===== src/bldc_pkg.sv =====
// constants, types and register map of the brushless motor chop/brake/soft-start logic
package bldc_pkg;

    // clock and timing
    localparam int CLK_HZ = 20_000_000;
    localparam int TACH_WIDTH_US = 113;
    localparam int TACH_CYCLES = (TACH_WIDTH_US * (CLK_HZ / 1_000_000));
    localparam int OSC_HZ = 14_800;
    localparam int OSC_CYCLES = CLK_HZ / OSC_HZ;
    localparam int CNT_W = 12;

    // register map, byte addresses
    localparam logic [7:0] ADDR_CTRL = 8'h00;
    localparam logic [7:0] ADDR_STATUS = 8'h04;
    localparam logic [7:0] ADDR_MASK = 8'h08;
    localparam logic [7:0] ADDR_STATE = 8'h0c;
    localparam logic [7:0] ADDR_SSLEVEL = 8'h10;

    // reset values
    localparam logic [15:0] CTRL_RESET = 16'h0001;
    localparam logic [15:0] MASK_RESET = 16'h0000;

    // control register fields
    localparam int CTRL_ENABLE = 0;
    localparam int CTRL_SS_STEP_LSB = 8;
    localparam int CTRL_SS_STEP_W = 8;

    // event bits of status and mask
    localparam int EV_TACH = 0;
    localparam int EV_OVERCUR = 1;
    localparam int EV_UNDERV = 2;
    localparam int EV_PEAK = 3;
    localparam int EV_ILLEGAL = 4;
    localparam int EV_BRAKE = 5;
    localparam int EV_COAST = 6;
    localparam int EV_COUNT = 7;

    // comparator and sensor pins as one bundle
    typedef struct packed {
        logic pwm_trip;
        logic peak_trip;
        logic overcur_trip;
        logic brake_low;
        logic coast_high;
        logic quad_sel;
        logic [2:0] hall_pos;
        logic supply_low;
        logic ss_below;
        logic ref_ok;
    } pin_in_t;

    // switch drive of the three phases
    typedef struct packed {
        logic [2:0] high_on;
        logic [2:0] low_on;
    } drive_t;

    // output stage mode
    typedef enum logic [4:0] {
        MODE_OFF = 5'b00001,
        MODE_COAST = 5'b00010,
        MODE_FAULT = 5'b00100,
        MODE_BRAKE = 5'b01000,
        MODE_RUN = 5'b10000
    } mode_t;

endpackage


===== src/bldc_ctrl.sv =====
// phase switch gating, tachometer, soft-start and register file of the motor driver
//
// Our own choices: the register offsets and the plain strobed port.
module bldc_ctrl
    import bldc_pkg::*;
(
    input wire logic CLOCK,
    input wire logic RSTN,
    input wire logic PWM_TRIP,
    input wire logic PEAK_TRIP,
    input wire logic OVERCUR_TRIP,
    input wire logic BRAKE_LOW,
    input wire logic COAST_HIGH,
    input wire logic QUAD_SEL,
    input wire logic HALL_POS_1,
    input wire logic HALL_POS_2,
    input wire logic HALL_POS_3,
    input wire logic SUPPLY_LOW,
    input wire logic SS_BELOW,
    input wire logic REF_OK,
    input wire logic [2:0] COMM_HIGH,
    input wire logic [2:0] COMM_LOW,
    input wire logic [7:0] ADDR,
    input wire logic [15:0] WDATA,
    input wire logic WR,
    input wire logic RD,
    output logic [15:0] RDATA,
    output logic [2:0] HIGH_ON,
    output logic [2:0] LOW_ON,
    output logic [2:0] HALL_STATE,
    output logic TACH_OUT,
    output logic SS_CLAMP,
    output logic IRQ
);

    localparam int PIN_W = $bits(pin_in_t);
    localparam logic [CNT_W-1:0] OSC_LAST = CNT_W'(OSC_CYCLES - 1);
    localparam logic [CNT_W-1:0] OSC_FULL = CNT_W'(OSC_CYCLES);
    localparam logic [CNT_W-1:0] TACH_LOAD = CNT_W'(TACH_CYCLES);

    pin_in_t pin_raw;
    pin_in_t pin_s;
    pin_in_t pin_prev_reg;

    logic [15:0] ctrl_reg;
    logic [EV_COUNT-1:0] status_reg;
    logic [EV_COUNT-1:0] status_next;
    logic [EV_COUNT-1:0] mask_reg;
    logic [EV_COUNT-1:0] events;
    logic [15:0] rdata_next;

    logic [CNT_W-1:0] osc_cnt_reg;
    logic [CNT_W-1:0] osc_cnt_next;
    logic [CNT_W-1:0] ss_level_reg;
    logic [CNT_W-1:0] ss_level_next;
    logic [CNT_W-1:0] ss_step;
    logic [CNT_W:0] ss_sum;
    logic [CNT_W-1:0] tach_cnt_reg;
    logic [CNT_W-1:0] tach_cnt_next;

    logic [2:0] hall_reg;
    logic [2:0] hall_next;
    logic pwm_latch_reg;
    logic pwm_latch_next;
    logic ss_latch_reg;
    logic ss_latch_next;
    drive_t drive_reg;
    drive_t drive_next;
    mode_t mode;

    // pins gathered into the carrier before crossing into the clock domain
    assign pin_raw.pwm_trip = PWM_TRIP;
    assign pin_raw.peak_trip = PEAK_TRIP;
    assign pin_raw.overcur_trip = OVERCUR_TRIP;
    assign pin_raw.brake_low = BRAKE_LOW;
    assign pin_raw.coast_high = COAST_HIGH;
    assign pin_raw.quad_sel = QUAD_SEL;
    assign pin_raw.hall_pos = {HALL_POS_3, HALL_POS_2, HALL_POS_1};
    assign pin_raw.supply_low = SUPPLY_LOW;
    assign pin_raw.ss_below = SS_BELOW;
    assign pin_raw.ref_ok = REF_OK;

    // every comparator and hall pin is asynchronous to the clock, so the whole bundle
    // crosses together; bits may land one cycle apart, which the slow pins tolerate
    pin_sync #(
        .WIDTH(PIN_W)
    ) u_sync (
        .clk(CLOCK),
        .rst_n(RSTN),
        .async_in(pin_raw),
        .sync_out(pin_s)
    );

    // decoded bus accesses
    // writes to read-only or unmapped addresses match nothing and are dropped
    wire wr_ctrl = WR && (ADDR == ADDR_CTRL);
    wire wr_status = WR && (ADDR == ADDR_STATUS);
    wire wr_mask = WR && (ADDR == ADDR_MASK);
    wire ctrl_enable = ctrl_reg[CTRL_ENABLE];

    // control stays parked until the reference regulates, and whenever software clears the enable bit (set at reset)
    wire active = pin_s.ref_ok && ctrl_enable;
    wire overcur = pin_s.overcur_trip;
    wire fault_any = overcur || pin_s.supply_low;
    wire hall_illegal = (hall_reg == 3'b000) || (hall_reg == 3'b111);

    // oscillator: one cycle start pulse per chopping period
    wire cycle_start = (osc_cnt_reg == OSC_LAST);
    assign osc_cnt_next = cycle_start ? '0 : osc_cnt_reg + 1'b1;

    // ramp reached: the conducting time may not pass the soft-start level
    // compared against the count the latch will serve, so the set at the period edge
    // lasts exactly ss level cycles and a zero level still gives no duty
    wire ss_limit = (osc_cnt_next >= ss_level_reg);

    // output stage mode, coast and faults above brake
    // coast outranks brake so an overvoltage shutdown cannot be overridden by braking
    always_comb
    begin
        if (!active)
            mode = MODE_OFF;
        else if (pin_s.coast_high)
            mode = MODE_COAST;
        else if (overcur || hall_illegal)
            mode = MODE_FAULT;
        else if (pin_s.brake_low)
            mode = MODE_BRAKE;
        else
            mode = MODE_RUN;
    end

    // pwm latch: clear beats set so a trip held over the cycle edge still wins
    // the latch only persists in run mode, so leaving run always restarts from off
    wire pwm_clear = pin_s.pwm_trip || pin_s.peak_trip || ss_limit;
    wire pwm_set = cycle_start && (mode == MODE_RUN);
    assign pwm_latch_next = pwm_clear ? 1'b0 : (pwm_set ? 1'b1 : (pwm_latch_reg && mode == MODE_RUN));

    // switch gating per mode
    always_comb
    begin
        drive_next = '0;
        unique case (mode)
            MODE_OFF:
                drive_next = '0;
            MODE_COAST:
                drive_next = '0;
            MODE_FAULT:
                drive_next = '0;
            MODE_BRAKE:
            begin
                // regime select is not looked at here
                drive_next.high_on = 3'b000;
                drive_next.low_on = 3'b111;
            end
            MODE_RUN:
            begin
                if (pin_s.quad_sel)
                begin
                    drive_next.high_on = COMM_HIGH & {3{pwm_latch_reg}};
                    drive_next.low_on = COMM_LOW & {3{pwm_latch_reg}};
                end
                else
                begin
                    drive_next.high_on = COMM_HIGH;
                    drive_next.low_on = COMM_LOW & {3{pwm_latch_reg}};
                end
            end
        endcase
    end

    // hall change opens a tach pulse; latches frozen for its whole width
    // a change inside the pulse is not lost: it starts a new pulse once this one ends
    wire hall_change = (pin_s.hall_pos != hall_reg);
    // incoming code all low or all high, flagged when it is latched
    wire hall_in_illegal = (pin_s.hall_pos == 3'b000) || (pin_s.hall_pos == 3'b111);
    wire tach_busy = (tach_cnt_reg != '0);
    wire tach_start = pin_s.ref_ok && hall_change && !tach_busy;
    assign hall_next = tach_start ? pin_s.hall_pos : hall_reg;
    assign tach_cnt_next = tach_start ? TACH_LOAD : (tach_busy ? tach_cnt_reg - 1'b1 : '0);

    // soft-start latch: set wins over clear while a fault persists
    // reference loss also sets it, so every power-up starts from an empty ramp
    wire ss_set = fault_any || !pin_s.ref_ok;
    wire ss_clear = pin_s.ss_below && !fault_any;
    assign ss_latch_next = ss_set ? 1'b1 : (ss_clear ? 1'b0 : ss_latch_reg);

    // digital copy of the capacitor ramp, one step per oscillator cycle
    assign ss_step = CNT_W'(ctrl_reg[CTRL_SS_STEP_LSB +: CTRL_SS_STEP_W]);
    assign ss_sum = {1'b0, ss_level_reg} + {1'b0, ss_step};
    always_comb
    begin
        if (ss_latch_reg)
            ss_level_next = '0;
        else if (cycle_start && ss_level_reg < OSC_FULL)
            ss_level_next = (ss_sum > {1'b0, OSC_FULL}) ? OSC_FULL : ss_sum[CNT_W-1:0];
        else
            ss_level_next = ss_level_reg;
    end

    // rising-edge events for the interrupt status
    // a pin already high at reset still gives one edge once it is through the synchroniser, since pin_prev_reg starts low
    assign events[EV_TACH] = tach_start;
    assign events[EV_OVERCUR] = pin_s.overcur_trip && !pin_prev_reg.overcur_trip;
    assign events[EV_UNDERV] = pin_s.supply_low && !pin_prev_reg.supply_low;
    assign events[EV_PEAK] = pin_s.peak_trip && !pin_prev_reg.peak_trip;
    assign events[EV_ILLEGAL] = tach_start && hall_in_illegal;
    assign events[EV_BRAKE] = pin_s.brake_low && !pin_prev_reg.brake_low;
    assign events[EV_COAST] = pin_s.coast_high && !pin_prev_reg.coast_high;

    // write one to clear; a new event in the same cycle survives the clear
    wire [EV_COUNT-1:0] clr_bits = wr_status ? WDATA[EV_COUNT-1:0] : '0;
    assign status_next = (status_reg & ~clr_bits) | events;

    // read words, zero-padded to the bus width
    wire [15:0] status_word = {{(16-EV_COUNT){1'b0}}, status_reg};
    wire [15:0] mask_word = {{(16-EV_COUNT){1'b0}}, mask_reg};
    wire [15:0] level_word = {{(16-CNT_W){1'b0}}, ss_level_reg};
    wire any_high_on = (drive_reg.high_on != 3'b000);
    wire any_low_on = (drive_reg.low_on != 3'b000);
    wire [15:0] state_word = {mode, hall_reg, pin_s.quad_sel, tach_busy, pwm_latch_reg, ss_latch_reg,
                              any_high_on, any_low_on, pin_s.ref_ok, 1'b0};

    // read mux, unmapped addresses read zero
    always_comb
    begin
        rdata_next = 16'h0000;
        if (RD)
        begin
            unique case (ADDR)
                ADDR_CTRL:
                    rdata_next = ctrl_reg;
                ADDR_STATUS:
                    rdata_next = status_word;
                ADDR_MASK:
                    rdata_next = mask_word;
                ADDR_STATE:
                    rdata_next = state_word;
                ADDR_SSLEVEL:
                    rdata_next = level_word;
                default:
                    rdata_next = 16'h0000;
            endcase
        end
    end

    // registers written by software
    // status is write-one-to-clear and handled with the events, not here
    always_ff @(posedge CLOCK or negedge RSTN)
    begin
        if (!RSTN)
        begin
            ctrl_reg <= CTRL_RESET;
            mask_reg <= MASK_RESET[EV_COUNT-1:0];
        end
        else
        begin
            if (wr_ctrl)
                ctrl_reg <= WDATA;
            if (wr_mask)
                mask_reg <= WDATA[EV_COUNT-1:0];
        end
    end

    // status, interrupt and read data
    // irq uses the next status so it rises on the same edge as the status bit
    always_ff @(posedge CLOCK or negedge RSTN)
    begin
        if (!RSTN)
        begin
            status_reg <= '0;
            IRQ <= 1'b0;
            RDATA <= 16'h0000;
        end
        else
        begin
            status_reg <= status_next;
            IRQ <= |(status_next & mask_reg);
            RDATA <= rdata_next;
        end
    end

    // oscillator, pwm latch and soft-start state
    // the period counter runs free on the one clock; no second clock is made
    always_ff @(posedge CLOCK or negedge RSTN)
    begin
        if (!RSTN)
        begin
            osc_cnt_reg <= '0;
            pwm_latch_reg <= 1'b0;
            ss_latch_reg <= 1'b1;
            ss_level_reg <= '0;
        end
        else
        begin
            osc_cnt_reg <= osc_cnt_next;
            pwm_latch_reg <= pwm_latch_next;
            ss_latch_reg <= ss_latch_next;
            ss_level_reg <= ss_level_next;
        end
    end

    // hall latches and tachometer
    // pin_prev_reg starts low, the idle level of every edge-detected pin
    always_ff @(posedge CLOCK or negedge RSTN)
    begin
        if (!RSTN)
        begin
            hall_reg <= 3'b000;
            tach_cnt_reg <= '0;
            TACH_OUT <= 1'b0;
            pin_prev_reg <= '0;
        end
        else
        begin
            hall_reg <= hall_next;
            tach_cnt_reg <= tach_cnt_next;
            TACH_OUT <= (tach_cnt_next != '0);
            pin_prev_reg <= pin_s;
        end
    end

    // switch drive and clamp outputs straight from flops
    // drive_reg mirrors the switch outputs for the state read-back
    always_ff @(posedge CLOCK or negedge RSTN)
    begin
        if (!RSTN)
        begin
            drive_reg <= '0;
            HIGH_ON <= 3'b000;
            LOW_ON <= 3'b000;
            HALL_STATE <= 3'b000;
            SS_CLAMP <= 1'b1;
        end
        else
        begin
            drive_reg <= drive_next;
            HIGH_ON <= drive_next.high_on;
            LOW_ON <= drive_next.low_on;
            HALL_STATE <= hall_next;
            SS_CLAMP <= ss_latch_next;
        end
    end

endmodule


===== src/pin_sync.sv =====
// two flip-flop synchroniser for a bundle of asynchronous pin levels
module pin_sync
    import bldc_pkg::*;
#(
    parameter int WIDTH = 1
)
(
    input wire logic clk,
    input wire logic rst_n,
    input wire logic [WIDTH-1:0] async_in,
    output logic [WIDTH-1:0] sync_out
);

    logic [WIDTH-1:0] meta_reg;

    // first stage feeds the second only
    always_ff @(posedge clk or negedge rst_n)
    begin
        if (!rst_n)
        begin
            meta_reg <= '0;
            sync_out <= '0;
        end
        else
        begin
            meta_reg <= async_in;
            sync_out <= meta_reg;
        end
    end

endmodule


===== config.mk =====
export PLATFORM = sky130hd
export DESIGN_NAME = bldc_ctrl
export DESIGN_NICKNAME = d
export VERILOG_FILES = /design/src/bldc_pkg.sv /design/src/bldc_ctrl.sv /design/src/pin_sync.sv
export SDC_FILE = /design/constraint.sdc
export NUM_CORES = 1
export LEC_CHECK = 0
export ABC_AREA = 1
export BUFFER_PORTS_ARGS = -buffer_cell sky130_fd_sc_hd__buf_2
export CAP_MARGIN = 30
export CORE_UTILIZATION = 45
export CTS_BUF_LIST = sky130_fd_sc_hd__clkbuf_16
export DETAILED_ROUTE_END_ITERATION = 16
export GPL_TIMING_DRIVEN = 1
export MAX_ROUTING_LAYER = met4
export PLACE_DENSITY = 0.62
export SYNTH_ARGS = -nofsm -noshare
export SYNTH_HDL_FRONTEND = slang
export SYNTH_HIERARCHICAL = 1
export SYNTH_SLANG_ARGS = --single-unit

===== constraint.sdc =====
create_clock -name CLOCK -period 3.7 [get_ports CLOCK]
set_clock_uncertainty 0.15 [all_clocks]
set_input_delay 0.74 -clock CLOCK [delete_from_list [all_inputs] [get_ports CLOCK]]
set_output_delay 0.74 -clock CLOCK [all_outputs]
set_load 0.01 [all_outputs]

==> results.ini <==
[run_status]
run_status=finished clean

[floorplanning]
fp.dieH_um=117
design.die.area_sq_um=13700
io_pins=74
die_width_um=117
rows=41
area_of_the_core_sq_um=12800
initial_core_util=0.467

[yosys]
register_bit_total_from_synthesis=124
largest_family_of_logic_cells_by_synthesized_area=simple AND/OR/NAND/NOR gates
synth.top_cells.by_area=sky130_fd_sc_hd__dfrtp_1 (51%), sky130_fd_sc_hd__nand2_1 (10%), sky130_fd_sc_hd__inv_1 (5.3%), sky130_fd_sc_hd__ha_1 (4.8%), sky130_fd_sc_hd__nor2_1 (2.6%)
post_synth_mux_area_share=0.0132
synth.most_common_cell=sky130_fd_sc_hd__nand2_1
asyncSetResetFlopFracSynth=1.00
yosys.area_share.adder=0.0516
area_share_of_the_largest_cell_type_after_synthesis=0.512
postSynthAreaPerCell_sq_um=8.89
synthDistinctLibCells=52
synth_sequential_area_ratio=0.521
synth_nets=741
synth_ff_type=sky130_fd_sc_hd__dfrtp_1
yosys-top-cells-count=sky130_fd_sc_hd__nand2_1 (166), sky130_fd_sc_hd__dfrtp_1 (122), sky130_fd_sc_hd__inv_1 (85), sky130_fd_sc_hd__nor2_1 (42)
yosys.area_share.simple=0.221
synth_cells=671
netlist.top_cell.by_area=sky130_fd_sc_hd__dfrtp_1
xor_xnor_portion_of_the_synthesized_cell_area=0.0191
synth_enable_flop_cells=0
synth-compound-area-share=0.105
netlist_area_sq_um=5970
yosys_warnings=6

[detailed_routing]
route.vias.total=4843
ant_nets=0
drtIter0Drc=258
drt-vias-per-instance=5.14
drcViolationCount=0
per_cell_routed_wire_length_um=15.3
detail_route.first_pass.iterations=5
finalWirelength_mm=14.4

[worst_setup_path]
worst-endpoint-arrival_ps=2970
worst_setup_path_start_kind=register
timing.reg2reg.setup_slack_ps=920
timing.critical_path.required_ps=3900
setup.worst_path.class=reg -> reg
critical_path.endpoint_type=register
worst_path_max_fanout=4

[hold_path]
hold_path.class=in -> async

[finish]
final_core_utilization=0.561
antenna_cells=0
fillcell_total=1155
final_layout_size_suffix_gt1_frac=0.193
nNetsFinal=828
area_growth_pct=20.1
stdcell_area_sq_um=7170

[placed_design]
place.detailed.hpwl_mm=10.9
detailed_place.area_sq_um=6540
place.gp.congestion=0.847
io_buffers=73

[sta]
post-route-period-util=0.750
fmaxAchievable_ghz=0.360
tns_ps=0
slew-limit-headroom=0.510
finalMaxSlewViolations=0
setup-violations-final=0
worst_pin_slew_ps=733
hold_violations=0
grt_setup_unrepaired=false
layout_min_cycle_time_ps=2780

[clock_tree]
clock_latency_ps=420
postCtsHoldBufs=0
ctsLongestPathBuffers=2
htree_levels=4
cts_tree=built
cts_inserted_buffers=17
reg_clk_slew_reported_paths_ps=60
clock_sink_count=124
postCtsSetupRepairBufs=0
cts-root-buf=sky130_fd_sc_hd__clkbuf_16
postCtsResizedCells=0

[global_route]
groute.usage.overall=0.239
grt_start_max_net_pins=62
global_route.overflow_total=0
grt_first_pass_wirelength_mm=23.3
first_global_vias=4674
grt_antenna_before_repair=0

[run]
maxCapViolations=0

[pwr]
vdd.ir_drop.worst_uv=347
totalPowerFinal_mw=3.64
power_density_nw_per_um2=508
leakagePower_nw=3.63

-- cells in the final DEF, fill, tap and decap left out, drive strengths merged, types with 2 or more instances in the layout --
cell type,Yosys,layout
o2111ai,2,2
buf,6,76
xnor2,5,5
nor3b,4,4
bufinv,0,4
nor3,16,16
a22oi,2,2
clkinvlp,0,3
clkinv,1,8
dfrtp,122,122
ha,23,23
a21boi,2,2
a21oi,28,28
nor2,46,46
a31oi,4,4
dfstp,2,2
clkbuf,2,17
nand4,9,9
or2,3,3
inv,99,100
nand3,31,31
a41oi,4,4
mux2,7,7
o21ai,53,53
o221ai,4,4
nand3b,5,5
nand2,172,172
xor2,8,8
-- metal layers --
| layer | vias to the layer above | global-route usage | wire length, um |
|---|---|---|---|
| li1 | 2368 | - | - |
| met1 | 2355 | 0.290 | 6400 |
| met2 | 103 | 0.388 | 7250 |
| met3 | 17 | 0.0597 | 603 |
| met4 | 0 | 0.0844 | 201 |
| met5 | - | - | 0 |
-- cell families (layout without fill, tap and decap cells) --
group | count (synthesis) | in the layout
adders and majority gates | 24 | 24
buffers and inverters | 108 | 208
AOI/OAI and AO/OA | 106 | 106
muxes | 7 | 7
and+or+nand+nor | 289 | 289
DFF | 124 | 124
xor gates and xnor gates | 13 | 13
-- through the flow --
step / setup WS (ps) / std cells / hold slack, ps
5_1_grt: 614 / 943 / 151
2_1_floorplan: 1260 / 671 / 181
3_3_place_gp: 1100 / 911 / 182
4_1_cts: 951 / 943 / 127
6_report: 924 / 943 / 121
3_5_place_dp: 980 / 911 / 185
-- path summary, 6_finish.rpt --
| check | startpoint | to | cells after the start |
|---|---|---|---|
| max | osc_cnt_reg[0] | pwm_latch_reg | 14 |
| min reg2reg | u_sync/meta_reg[6] | u_sync/sync_out[6] | 0 |
| min | RSTN | u_sync/meta_reg[11] | 1 |
| min in group CLOCK | u_sync/meta_reg[6] | u_sync/sync_out[6] | 0 |
| max reg2reg | osc_cnt_reg[0] | pwm_latch_reg | 14 |
| max in group asynchronous | RSTN | ctrl_reg[0] | 2 |
-- power breakdown --
| group | internal, mW | leakage [nW] | switching [mW] |
|---|---|---|---|
| registers | 1.46 | 1.56 | 0.0855 |
| clock network | 1.12 | 0.292 | 0.621 |
| logic | 0.137 | 1.78 | 0.213 |
| total | 2.72 | 3.63 | 0.919 |
-- critical path, stage by stage, from the launching register on --
cell and delay [ps]:
sky130_fd_sc_hd__dfrtp_1 390, sky130_fd_sc_hd__ha_1 200, sky130_fd_sc_hd__nand2_1 90, sky130_fd_sc_hd__nor2_1 190, sky130_fd_sc_hd__inv_1 80, sky130_fd_sc_hd__nor3_1 260, sky130_fd_sc_hd__nand2_1 80, sky130_fd_sc_hd__nor2_1 170
sky130_fd_sc_hd__and3_1 180, sky130_fd_sc_hd__nor3_1 50, sky130_fd_sc_hd__ha_1 210, sky130_fd_sc_hd__a2111o_1 400, sky130_fd_sc_hd__nor2_1 80, sky130_fd_sc_hd__o21ai_1 70, sky130_fd_sc_hd__nor2_1 110
-- cell type report --
class                      instances  area [sq um]  share of cell area
tap                              172           215              0.0300
multi-input combinational        439          2440               0.341
sequential                       124          3110               0.433
timing repair buffer              76           403              0.0562
clock buffer                      17           425              0.0594
clock inverter                    15           198              0.0276
inverter                         100           375              0.0524
Power figures use the tool's default switching activity.
